===== src/shared/ghc_pkg.sv =====
package ghc_pkg;

	// ----------------------------------------------------------------
	// Register map, byte addresses
	// ----------------------------------------------------------------
	localparam logic [7:0] OFS_CAPABILITY   = 8'h00;
	localparam logic [7:0] OFS_GLOBAL_CTRL  = 8'h04;
	localparam logic [7:0] OFS_EVT_STATUS   = 8'h20;
	localparam logic [7:0] OFS_EVT_ENABLE   = 8'h24;
	localparam logic [7:0] OFS_EVT_CLEAR    = 8'h28;

	// ----------------------------------------------------------------
	// Field positions
	// ----------------------------------------------------------------
	localparam int BIT_NATIVE_ONLY  = 18;
	localparam int BIT_NATIVE_EN    = 31;
	localparam int BIT_REVERT       = 2;
	localparam int BIT_GIRQ_EN      = 1;
	localparam int BIT_SOFT_RESET   = 0;
	localparam int EVT_RESET_DONE   = 0;
	localparam int EVT_REVERT_SET   = 1;
	localparam int EVT_NATIVE_CHG   = 2;
	localparam int EVT_W            = 3;
	localparam int PORTS            = 4;
	localparam int MSI_CNT_W        = 3;

	// ----------------------------------------------------------------
	// Reset values
	// ----------------------------------------------------------------
	localparam logic [31:0]      RST_DATA      = 32'h0000_0000;
	localparam logic [EVT_W-1:0] RST_EVT       = 3'h0;
	localparam logic             RST_GIRQ_EN   = 1'b0;
	localparam logic             RST_REVERT    = 1'b0;
	localparam logic             RST_SOFT_RST  = 1'b0;

	// ----------------------------------------------------------------
	// Timing, figures in ns and derived cycle counts
	// ----------------------------------------------------------------
	localparam int CLK_PERIOD_NS  = 40;
	localparam int QUIESCE_NS     = 200;
	localparam int COMRESET_NS    = 1000;
	localparam int QUIESCE_CYC    = (QUIESCE_NS + CLK_PERIOD_NS - 1) / CLK_PERIOD_NS;
	localparam int COMRESET_CYC   = (COMRESET_NS + CLK_PERIOD_NS - 1) / CLK_PERIOD_NS;
	localparam int CNT_W          = 8;

	// Soft reset sequencer states.
	typedef enum logic [1:0] {
		RS_IDLE,
		RS_QUIESCE,
		RS_LINK_RESET,
		RS_FINISH
	} ghc_rst_state_e;

endpackage : ghc_pkg


===== src/shared/ghc_rst_if.sv =====
`timescale 1ns/1ps
// Control path between the register bank and the soft reset sequencer.
interface ghc_rst_if;
	logic start;
	logic busy;
	logic done;
	logic idle_req;
	logic comreset;

	modport ctl
	(
		output start,
		input  busy,
		input  done,
		input  idle_req,
		input  comreset
	);

	modport seq
	(
		input  start,
		output busy,
		output done,
		output idle_req,
		output comreset
	);
endinterface : ghc_rst_if


===== src/verilog/ghc_top.sv =====
`timescale 1ns/1ps
module ghc_top #(
	parameter bit NATIVE_ONLY      = 1'b0,
	parameter bit STAGGERED_SPINUP = 1'b0
) (
	input  wire logic                          clk_i,
	input  wire logic                          rst_i,
	input  wire logic                          wb_cyc_i,
	input  wire logic                          wb_stb_i,
	input  wire logic                          wb_we_i,
	input  wire logic [7:0]                    wb_adr_i,
	input  wire logic [3:0]                    wb_sel_i,
	input  wire logic [31:0]                   wb_dat_i,
	output logic      [31:0]                   wb_dat_o,
	output logic                               wb_ack_o,
	input  wire logic [ghc_pkg::MSI_CNT_W-1:0] msi_req_count_i,
	input  wire logic [ghc_pkg::MSI_CNT_W-1:0] msi_enabled_count_i,
	input  wire logic                          msi_enable_i,
	input  wire logic                          revert_request_i,
	input  wire logic [ghc_pkg::PORTS-1:0]     port_irq_pending_i,
	output logic                               native_mode_enable_o,
	output logic                               native_cmd_enable_o,
	output logic                               single_vector_o,
	output logic                               engine_idle_req_o,
	output logic                               port_comreset_o,
	output logic                               irq_o
);

	// ----------------------------------------------------------------
	// Helper functions
	// ----------------------------------------------------------------

	// Merges write data into a word under the byte enables.
	function automatic logic [31:0] merge_bytes(input logic [31:0] old_v, input logic [31:0] new_v,
		input logic [3:0] sel);
		logic [31:0] res;
		res = old_v;
		for (int i = 0; i < 4; i++)
		begin
			if (sel[i])
				res[i*8 +: 8] = new_v[i*8 +: 8];
		end
		return res;
	endfunction : merge_bytes

	// True when the bus addresses the given register offset.
	function automatic logic hit(input logic [7:0] adr, input logic [7:0] ofs);
		return (adr[7:2] == ofs[7:2]);
	endfunction : hit

	// ----------------------------------------------------------------
	// Wishbone slave decode
	// ----------------------------------------------------------------
	logic        ack_q;
	logic [31:0] dat_q;
	logic        irq_q;
	logic        native_q, native_d;
	logic        girq_q, girq_d;
	logic        revert_q, revert_d;
	logic        soft_rst_q, soft_rst_d;
	logic [ghc_pkg::EVT_W-1:0] evt_sts_q, evt_sts_d;
	logic [ghc_pkg::EVT_W-1:0] evt_en_q, evt_en_d;
	logic        fis_q;

	// A request is answered one cycle after it is seen; a write lands on the edge that samples ack.
	wire         req        = wb_cyc_i & wb_stb_i;
	wire         rd_phase   = req & ~ack_q;
	wire         wr_commit  = req & ack_q & wb_we_i;
	wire [31:0]  wr_word    = merge_bytes(32'h0000_0000, wb_dat_i, wb_sel_i);
	wire         wr_ghc     = wr_commit & hit(wb_adr_i, ghc_pkg::OFS_GLOBAL_CTRL);
	wire         wr_evt_en  = wr_commit & hit(wb_adr_i, ghc_pkg::OFS_EVT_ENABLE);
	wire         wr_evt_clr = wr_commit & hit(wb_adr_i, ghc_pkg::OFS_EVT_CLEAR);

	// Assembled register views; every bit not named here reads as zero.
	wire [31:0]  cap_word   = 32'(NATIVE_ONLY) << ghc_pkg::BIT_NATIVE_ONLY;
	wire [31:0]  ghc_word   = (32'(native_q)   << ghc_pkg::BIT_NATIVE_EN)
	                        | (32'(revert_q)   << ghc_pkg::BIT_REVERT)
	                        | (32'(girq_q)     << ghc_pkg::BIT_GIRQ_EN)
	                        | (32'(soft_rst_q) << ghc_pkg::BIT_SOFT_RESET);
	wire [31:0]  sts_word   = 32'(evt_sts_q);
	wire [31:0]  en_word    = 32'(evt_en_q);

	// Read multiplexer; unmapped and write-only addresses answer zero.
	wire [31:0]  rd_word    = hit(wb_adr_i, ghc_pkg::OFS_CAPABILITY)  ? cap_word :
	                          hit(wb_adr_i, ghc_pkg::OFS_GLOBAL_CTRL) ? ghc_word :
	                          hit(wb_adr_i, ghc_pkg::OFS_EVT_STATUS)  ? sts_word :
	                          hit(wb_adr_i, ghc_pkg::OFS_EVT_ENABLE)  ? en_word  :
	                          ghc_pkg::RST_DATA;

	// ----------------------------------------------------------------
	// Soft reset sequencer
	// ----------------------------------------------------------------
	ghc_rst_if rs_if ();

	ghc_reset_seq #(
		.STAGGERED_SPINUP (STAGGERED_SPINUP)
	) u_reset_seq (
		.clk_i (clk_i),
		.rst_i (rst_i),
		.rs    (rs_if.seq)
	);

	// Writing one starts the sequence; writing zero is ignored.
	wire         hr_write   = wr_ghc & wb_sel_i[0] & wb_dat_i[ghc_pkg::BIT_SOFT_RESET];
	assign rs_if.start      = soft_rst_q & ~rs_if.busy & ~rs_if.done;

	// ----------------------------------------------------------------
	// Global control fields
	// ----------------------------------------------------------------

	// Fallback is allowed only with both counts nonzero, unequal and MSI on.
	wire         revert_ok  = (msi_req_count_i != '0) & (msi_enabled_count_i != '0)
	                        & (msi_enabled_count_i != msi_req_count_i) & msi_enable_i;

	// Native enable is writable only when a legacy interface exists.
	assign native_d = NATIVE_ONLY ? 1'b1 :
	                  (wr_ghc & wb_sel_i[3]) ? wr_word[ghc_pkg::BIT_NATIVE_EN] : native_q;
	assign girq_d   = (wr_ghc & wb_sel_i[0]) ? wr_word[ghc_pkg::BIT_GIRQ_EN] : girq_q;

	// Flag sets on the hardware request while allowed, then holds until allowed no longer, and drops as soon as it is not.
	assign revert_d = revert_ok & (revert_q | revert_request_i);

	// Bit stays set from the accepted write until the sequencer reports done.
	assign soft_rst_d = hr_write ? 1'b1 : (rs_if.done ? 1'b0 : soft_rst_q);

	// ----------------------------------------------------------------
	// Event status, enable and interrupt
	// ----------------------------------------------------------------

	// Events raised this cycle; a set in the clearing cycle survives the clear.
	wire [ghc_pkg::EVT_W-1:0] evt_set = {
		native_d != native_q,
		revert_d & ~revert_q,
		rs_if.done
	};
	wire [ghc_pkg::EVT_W-1:0] evt_clr = wr_evt_clr ? wr_word[ghc_pkg::EVT_W-1:0] : ghc_pkg::RST_EVT;

	assign evt_sts_d = (evt_sts_q & ~evt_clr) | evt_set;
	assign evt_en_d  = wr_evt_en ? wr_word[ghc_pkg::EVT_W-1:0] : evt_en_q;

	// Every source, port or own event, is blocked while the global enable is clear.
	wire         irq_d      = girq_q & ((|port_irq_pending_i) | (|(evt_sts_q & evt_en_q)));

	// ----------------------------------------------------------------
	// Registers
	// ----------------------------------------------------------------

	// Bus answer and read data.
	always_ff @(posedge clk_i)
	begin
		if (rst_i)
		begin
			ack_q <= 1'b0;
			dat_q <= ghc_pkg::RST_DATA;
		end
		else
		begin
			ack_q <= rd_phase;
			dat_q <= rd_phase ? rd_word : dat_q;
		end
	end

	// Global control bits.
	always_ff @(posedge clk_i)
	begin
		if (rst_i)
		begin
			native_q   <= NATIVE_ONLY;
			girq_q     <= ghc_pkg::RST_GIRQ_EN;
			revert_q   <= ghc_pkg::RST_REVERT;
			soft_rst_q <= ghc_pkg::RST_SOFT_RST;
		end
		else
		begin
			native_q   <= native_d;
			girq_q     <= girq_d;
			revert_q   <= revert_d;
			soft_rst_q <= soft_rst_d;
		end
	end

	// Event bits, interrupt and native path gate.
	always_ff @(posedge clk_i)
	begin
		if (rst_i)
		begin
			evt_sts_q <= ghc_pkg::RST_EVT;
			evt_en_q  <= ghc_pkg::RST_EVT;
			irq_q     <= 1'b0;
			fis_q     <= 1'b0;
		end
		else
		begin
			evt_sts_q <= evt_sts_d;
			evt_en_q  <= evt_en_d;
			irq_q     <= irq_d;
			fis_q     <= native_q & ~soft_rst_q;
		end
	end

	// ----------------------------------------------------------------
	// Outputs
	// ----------------------------------------------------------------
	assign wb_ack_o             = ack_q;
	assign wb_dat_o             = dat_q;
	assign native_mode_enable_o = native_q;
	assign native_cmd_enable_o  = fis_q;
	assign single_vector_o      = revert_q;
	assign engine_idle_req_o    = rs_if.idle_req;
	assign port_comreset_o      = rs_if.comreset;
	assign irq_o                = irq_q;
endmodule : ghc_top


===== src/verilog/ghc_reset_seq.sv =====
`timescale 1ns/1ps
module ghc_reset_seq #(
	parameter bit STAGGERED_SPINUP = 1'b0
) (
	input  wire logic clk_i,
	input  wire logic rst_i,
	ghc_rst_if.seq    rs
);

	// ----------------------------------------------------------------
	// Sequencer state
	// ----------------------------------------------------------------
	ghc_pkg::ghc_rst_state_e state_q, state_d;
	logic [ghc_pkg::CNT_W-1:0] cnt_q, cnt_d;
	logic busy_q, done_q, idle_q, comreset_q;

	// Quiesce transfer engines, then, without staggered spin-up, pulse link reset on every port.
	always_comb
	begin
		state_d = state_q;
		cnt_d   = cnt_q;
		unique case (state_q)
			ghc_pkg::RS_IDLE:
				if (rs.start)
				begin
					state_d = ghc_pkg::RS_QUIESCE;
					cnt_d   = ghc_pkg::CNT_W'(ghc_pkg::QUIESCE_CYC - 1);
				end
			ghc_pkg::RS_QUIESCE:
				if (cnt_q != '0)
					cnt_d = cnt_q - 1'b1;
				else if (STAGGERED_SPINUP)
					state_d = ghc_pkg::RS_FINISH;
				else
				begin
					state_d = ghc_pkg::RS_LINK_RESET;
					cnt_d   = ghc_pkg::CNT_W'(ghc_pkg::COMRESET_CYC - 1);
				end
			ghc_pkg::RS_LINK_RESET:
				if (cnt_q != '0)
					cnt_d = cnt_q - 1'b1;
				else
					state_d = ghc_pkg::RS_FINISH;
			ghc_pkg::RS_FINISH:
				state_d = ghc_pkg::RS_IDLE;
		endcase
	end

	// State and registered outputs.
	always_ff @(posedge clk_i)
	begin
		if (rst_i)
		begin
			state_q    <= ghc_pkg::RS_IDLE;
			cnt_q      <= '0;
			busy_q     <= 1'b0;
			done_q     <= 1'b0;
			idle_q     <= 1'b0;
			comreset_q <= 1'b0;
		end
		else
		begin
			state_q    <= state_d;
			cnt_q      <= cnt_d;
			busy_q     <= (state_d != ghc_pkg::RS_IDLE);
			done_q     <= (state_d == ghc_pkg::RS_FINISH);
			idle_q     <= (state_d == ghc_pkg::RS_QUIESCE);
			comreset_q <= (state_d == ghc_pkg::RS_LINK_RESET);
		end
	end

	assign rs.busy     = busy_q;
	assign rs.done     = done_q;
	assign rs.idle_req = idle_q;
	assign rs.comreset = comreset_q;
endmodule : ghc_reset_seq


===== config.mk =====
export PLATFORM = sky130hd
export DESIGN_NAME = ghc_top
export DESIGN_NICKNAME = d
export VERILOG_FILES = /design/src/shared/ghc_pkg.sv /design/src/shared/ghc_rst_if.sv /design/src/verilog/ghc_top.sv /design/src/verilog/ghc_reset_seq.sv
export SDC_FILE = /design/constraint.sdc
export NUM_CORES = 1
export LEC_CHECK = 0
export ABC_AREA = 0
export BUFFER_PORTS_ARGS = -buffer_cell sky130_fd_sc_hd__buf_2
export CORE_ASPECT_RATIO = 2
export CORE_MARGIN = 5
export CORE_UTILIZATION = 45
export CTS_BUF_LIST = sky130_fd_sc_hd__clkbuf_4 sky130_fd_sc_hd__clkbuf_8 sky130_fd_sc_hd__clkbuf_16
export CTS_CLUSTER_SIZE = 28
export DETAILED_ROUTE_END_ITERATION = 12
export MAX_ROUTING_LAYER = met4
export PLACE_DENSITY = 0.8
export SETUP_SLACK_MARGIN = 0.3
export SLEW_MARGIN = 20
export SYNTH_ARGS = -nofsm -noshare
export SYNTH_HDL_FRONTEND = slang
export SYNTH_HIERARCHICAL = 1
export SYNTH_SLANG_ARGS = --single-unit
export TNS_END_PERCENT = 10

===== constraint.sdc =====
create_clock -name clk_i -period 4.2 [get_ports clk_i]
set_clock_uncertainty 0.2 [all_clocks]
set_input_delay 0.84 -clock clk_i [delete_from_list [all_inputs] [get_ports clk_i]]
set_output_delay 0.84 -clock clk_i [all_outputs]
set_load 0.01 [all_outputs]

Word level (Yosys, flattened, before mapping):

Cells that the tools add are included.

* add/subtract/negate cells: 1
* equality and inequality tests: 14
* muxes and demuxes: 18
* bitwise logic cells: 33
* reductions and logical operators: 11

Operator list (number)
* 2-to-1 mux 32 bit: 2
* 2-to-1 mux 8 bit: 4
* OR 32 x 1 -> 32 bit: 1
* OR 32 x 2 -> 32 bit: 1
* OR 32 x 3 -> 32 bit: 1
* case mux 8 bit (3 select lines): 1
* bitwise AND 1 bit: 19
* == test 6 x 4 -> 1 bit, second input constant: 3
* 2-to-1 mux 3 bit: 4
* nonzero test 3 bit: 3
* == test 2 bit, second input constant: 4
* case mux 2 bit (4 select lines): 1
* nonzero test 8 bit: 1
* subtractor 8 x 1 -> 8 bit, second input constant: 1
* bitwise AND 3 bit: 2
* == test 6 x 1 -> 1 bit, second input constant: 1
* logical NOT 6 bit: 1
* 2-to-1 mux 2 bit: 3
* NOT 1 bit: 5
* == test 2 x 1 -> 1 bit, second input constant: 2
* nonzero test 2 bit: 2
* OR reduction 4 bit: 1
* 2-to-1 mux 1 bit: 3
* inequality test 3 bit: 1
* 9 further kinds: 10

* flip-flop bits (word level): 59
* bits of input ports: 61
* output and inout port bits: 39
* word-level logic and storage cells: 93

Logic depth before layout (Yosys ltp):

* depth after elaboration: 8
* depth in mapped cells: 7
* gate-level depth less buffers: 7

Modules after synthesis:

The synthesis kept the hierarchy.

Modules (own cells, without submodules)
* ghc_top: times used 1, cells an instance 124, area an instance 1058.5 um2, sequential area each 340.3 um2
* ghc_reset_seq: times used 1, cells an instance 91, area an instance 852.1 um2, sequential area each 280.3 um2

Worst setup path before layout:

Ideal clock, no wire load.

* path kind: register to register
* start: register u_reset_seq.state_q[0]
* end: register u_reset_seq/cnt_q[2] (netlist name)
* library setup time: 74 ps
* arrival: 1892 ps
* required time: 3926 ps
* setup slack: 2034 ps
* stages on the path, launching flop included: 8
* path buffers: 1
* period minus slack after synthesis: 2166 ps
* path through: dfxtp_1 > inv_1 > ha_1 > buf_4 > and4bb_1 > a211oi_4 > mux2_1 > a31oi_1

* word-level cells in the longest chain between the ends: 3
* elaborated cells between the ends (all ways): 8
* those cells by class: eq/ne: 4; mux: 1; reduce/logical: 3

RTL lines
* start: declaration: line ghc_reset_seq.sv:13 `ghc_pkg::ghc_rst_state_e state_q, state_d;`
* start signal: assignment: line ghc_reset_seq.sv:54 `state_q <= ghc_pkg::RS_IDLE;`
* start signal: assignment: line ghc_reset_seq.sv:63 `state_q <= state_d;`
* == test 2 bit, or another cell as far along: line ghc_reset_seq.sv:22 `unique case (state_q)`
* inequality test 2 x 1 -> 1 bit (no source line), or another cell as far along
* AND reduction 3 bit (no source line)
* end signal: assignment: line ghc_reset_seq.sv:64 `cnt_q <= cnt_d;`
* end: declaration: line ghc_reset_seq.sv:14 `logic [ghc_pkg::CNT_W-1:0] cnt_q, cnt_d;`

Parallel ways exist; a longest one is shown, timed or not.
A chain may end at the register's enable or synchronous reset.

Worst setup path in the final report:

Ends and elaborated chain as after synthesis.

==> run metrics <==
Post-Synthesis Mean Instance Area=8.886 sq um; Area growth syn-to-layout=13.03%; prevailing post-synth register cell=dfxtp_1; vias in the first global route=1701; synthesized area=0.001911 sq mm; placed cells=301; final std cell area, no fill=0.002160 sq mm; RSZ-0062 raised after global routing=no; Worst setup EP type=flip-flop; final worst slack=1.733 ns; Unique masters post-synth=57; Setup Total Neg Slack=0 ns; final core occ=52.30%; R2R Path Start=u_reset_seq/state_q[0]$_SDFF_PP0_; clk sinks=31; overall power=0.8062 mW; crit path max fanout=9; initial antenna violation count=0; Ports=100; DIE HEIGHT=102.2 um; CTS Buf Count=5; critical path class=reg2reg; Vias=1651; r2r setup slk=1.73 ns; worst rel slew slack=52.45%; GR Util All Layers=16.24%; Power Dens Cells=373.3 mW/mm^2; row count=33; Worst Hold Class=reg2reg; hold-fix buffers at CTS=0; measured slew at the worst slew-check pin=0.7117 ns; Via density=5.343; post-CTS setup buffer count=0; worst reg2reg path depth=6; worst skew pair latency=0.28 ns; Placed Area=0.002042 sq mm; post-route ant nets=0; post-CTS resize count=0; Root Driver=clkbuf_8; Worst EP arrival=2.46 ns; fmax=405.4 MHz; Slew Limit Fails=0; Required @ worst endpoint=4.19 ns; effective utilization at floorplan=46.27%; Post-synth EDFFs=0; Setup WS pre-CTS=1.735 ns; crit path from=u_reset_seq/state_q[0]$_SDFF_PP0_; Overflow after GRT=0; htree depth=2; drc violations=0; filler cell count=411; r2r endpoint=u_reset_seq/cnt_q[2]$_SDFFE_PP0P_; Max VDD drop=0.2010 mV; Post-Syn Instances=215; asr flop ratio synth=0%; CTS tree=built; Final HPWL DP=3530 um; core area=0.004129 sq mm; synthesized flop and latch total=31; Hold Vio Cnt, Final=0; nets=323; die width=56.08 um; routed length per instance=14.24 um; Clk pin slew, worst setup/hold paths=0.07 ns; maximum root-to-sink buffer count=2; Period Utilization, post-route=58.73%; final hold slack=0.2540 ns; non-filler cells, final=309; hold_sp=wb_dat_o[2]$_SDFFE_PP0P_; startpoint class of the critical path=flip-flop; IO Port Bufs=39; drt first pass iters=5; share of layout cells above drive strength 1=24.90%; final setup fails=0; crit path time final=2.467 ns; routed wire length=4401 um; status=finished, final reports clean; Worst Setup EP=u_reset_seq/cnt_q[2]$_SDFFE_PP0P_; first-pass GRT wire length=7286 um; max_cap viols=0; DIE AREA=0.005728 sq mm; leakage power=0.9483 nW; pin count of the biggest net entering global routing=27; Placer Congestion=0.9160; Iteration-0 DRC Markers=85; part of the Yosys area used for sequential elements=32.48%; synth warn=6; diode count=0
per-layer routing:
| metal | routed length (um) | global-route usage [%] | vias up |
|---|---|---|---|
| met5 | 0 | - | - |
| li1 | - | - | 794 |
| met1 | 1400 | 13.88 | 775 |
| met4 | 193 | 10.05 | 0 |
| met2 | 2560 | 30.57 | 62 |
| met3 | 248 | 4.298 | 20 |
kinds of logic after synthesis:
group / synth area share (%)
simple gates: 23.64
compound gates: 18.79
buf+inv: 14.41
flops: 32.48
mux: 4.257
fa+ha+maj: 3.929
xor+xnor: 2.292
other cells: 0.1963
worst min-delay path by stage:
stage                     cells past startpoint                              to  slack [ns]
after floorplan                               1  native_cmd_enable_o$_SDFF_PP0_        0.22
after global placement                        2        wb_dat_o[2]$_SDFFE_PP0P_        0.24
after detailed placement                      2        wb_dat_o[2]$_SDFFE_PP0P_        0.25
after CTS                                     2        wb_dat_o[2]$_SDFFE_PP0P_        0.26
after global routing                          2       wb_dat_o[31]$_SDFFE_PP0P_        0.28
final                                         2        wb_dat_o[2]$_SDFFE_PP0P_        0.25
synth_stat cells (2+ instances only):
| cell | instances | area share (%) |
|---|---|---|
| a211oi_1 | 3 | 1.2 |
| a21o_1 | 2 | 0.79 |
| a21oi_1 | 9 | 2.4 |
| a31o_2 | 5 | 2.3 |
| a31oi_1 | 3 | 0.98 |
| buf_4 | 29 | 11 |
| dfxtp_1 | 31 | 32 |
| ha_1 | 6 | 3.9 |
| inv_1 | 12 | 2.4 |
| mux2i_1 | 7 | 3.7 |
| nand2_1 | 10 | 2.0 |
| nand2b_1 | 2 | 0.65 |
| nand3_1 | 7 | 1.8 |
| nand4_1 | 3 | 0.98 |
| nor2_1 | 16 | 3.1 |
| nor2b_1 | 6 | 2.0 |
| nor3_1 | 6 | 1.6 |
| nor3b_1 | 3 | 1.2 |
| nor4_4 | 2 | 2.2 |
| o21ai_0 | 5 | 1.3 |
| o21ai_1 | 5 | 1.3 |
| o31ai_1 | 2 | 0.79 |
| or2_0 | 2 | 0.65 |
| or4_1 | 2 | 0.79 |
| xnor2_1 | 5 | 2.3 |
layout by cell type (no fill, tap or decap), drive strengths merged, types with 4 or more instances in the layout:
cell / netlist / routed
nand2: 11 / 11
a211oi: 5 / 5
a21oi: 9 / 9
nor2: 16 / 16
ha: 6 / 6
o21ai: 10 / 10
nor3: 7 / 7
a31o: 5 / 5
clkbuf: 1 / 6
xnor2: 5 / 5
nor2b: 6 / 6
inv: 12 / 12
nand4: 4 / 4
dfxtp: 31 / 31
nand3: 8 / 8
buf: 31 / 39
mux2i: 7 / 7
conb: 1 / 28
cell type report:
cell class	instances	area, sq um	share of cell area [%]
Multi-Input combinational cell	167	1116	51.68
Sequential cell	31	620.6	28.74
Timing Repair Buffer	39	195.2	9.038
Clock buffer	6	82.58	3.824
Tap cell	52	65.06	3.013
Inverter	12	45.04	2.086
Clock inverter	2	35.03	1.622
registers in the layout, summed over array words and instances, names as in the netlist, 2 cells and up:
| name | count |
|---|---|
| u_reset_seq/cnt_q | 8 |
| evt_sts_q | 3 |
| u_reset_seq/state_q | 2 |
| wb_dat_o | 4 |
| evt_en_q | 3 |
power breakdown:
| group | internal (mW) | switching (mW) | total (mW) |
|---|---|---|---|
| clock | 0.192 | 0.109 | 0.300 |
| sequential | 0.309 | 0.0157 | 0.324 |
| combinational | 0.0691 | 0.112 | 0.181 |
| total | 0.570 | 0.237 | 0.806 |
critical path, stage by stage, from the launching register on:
cell and delay [ns]:
dfxtp_1 0.41, inv_1 0.09, ha_1 0.34, and4bb_1 0.31, a211oi_4 0.47, mux2_1 0.36
a31oi_1 0.19
Power figures use the tool's default switching activity.
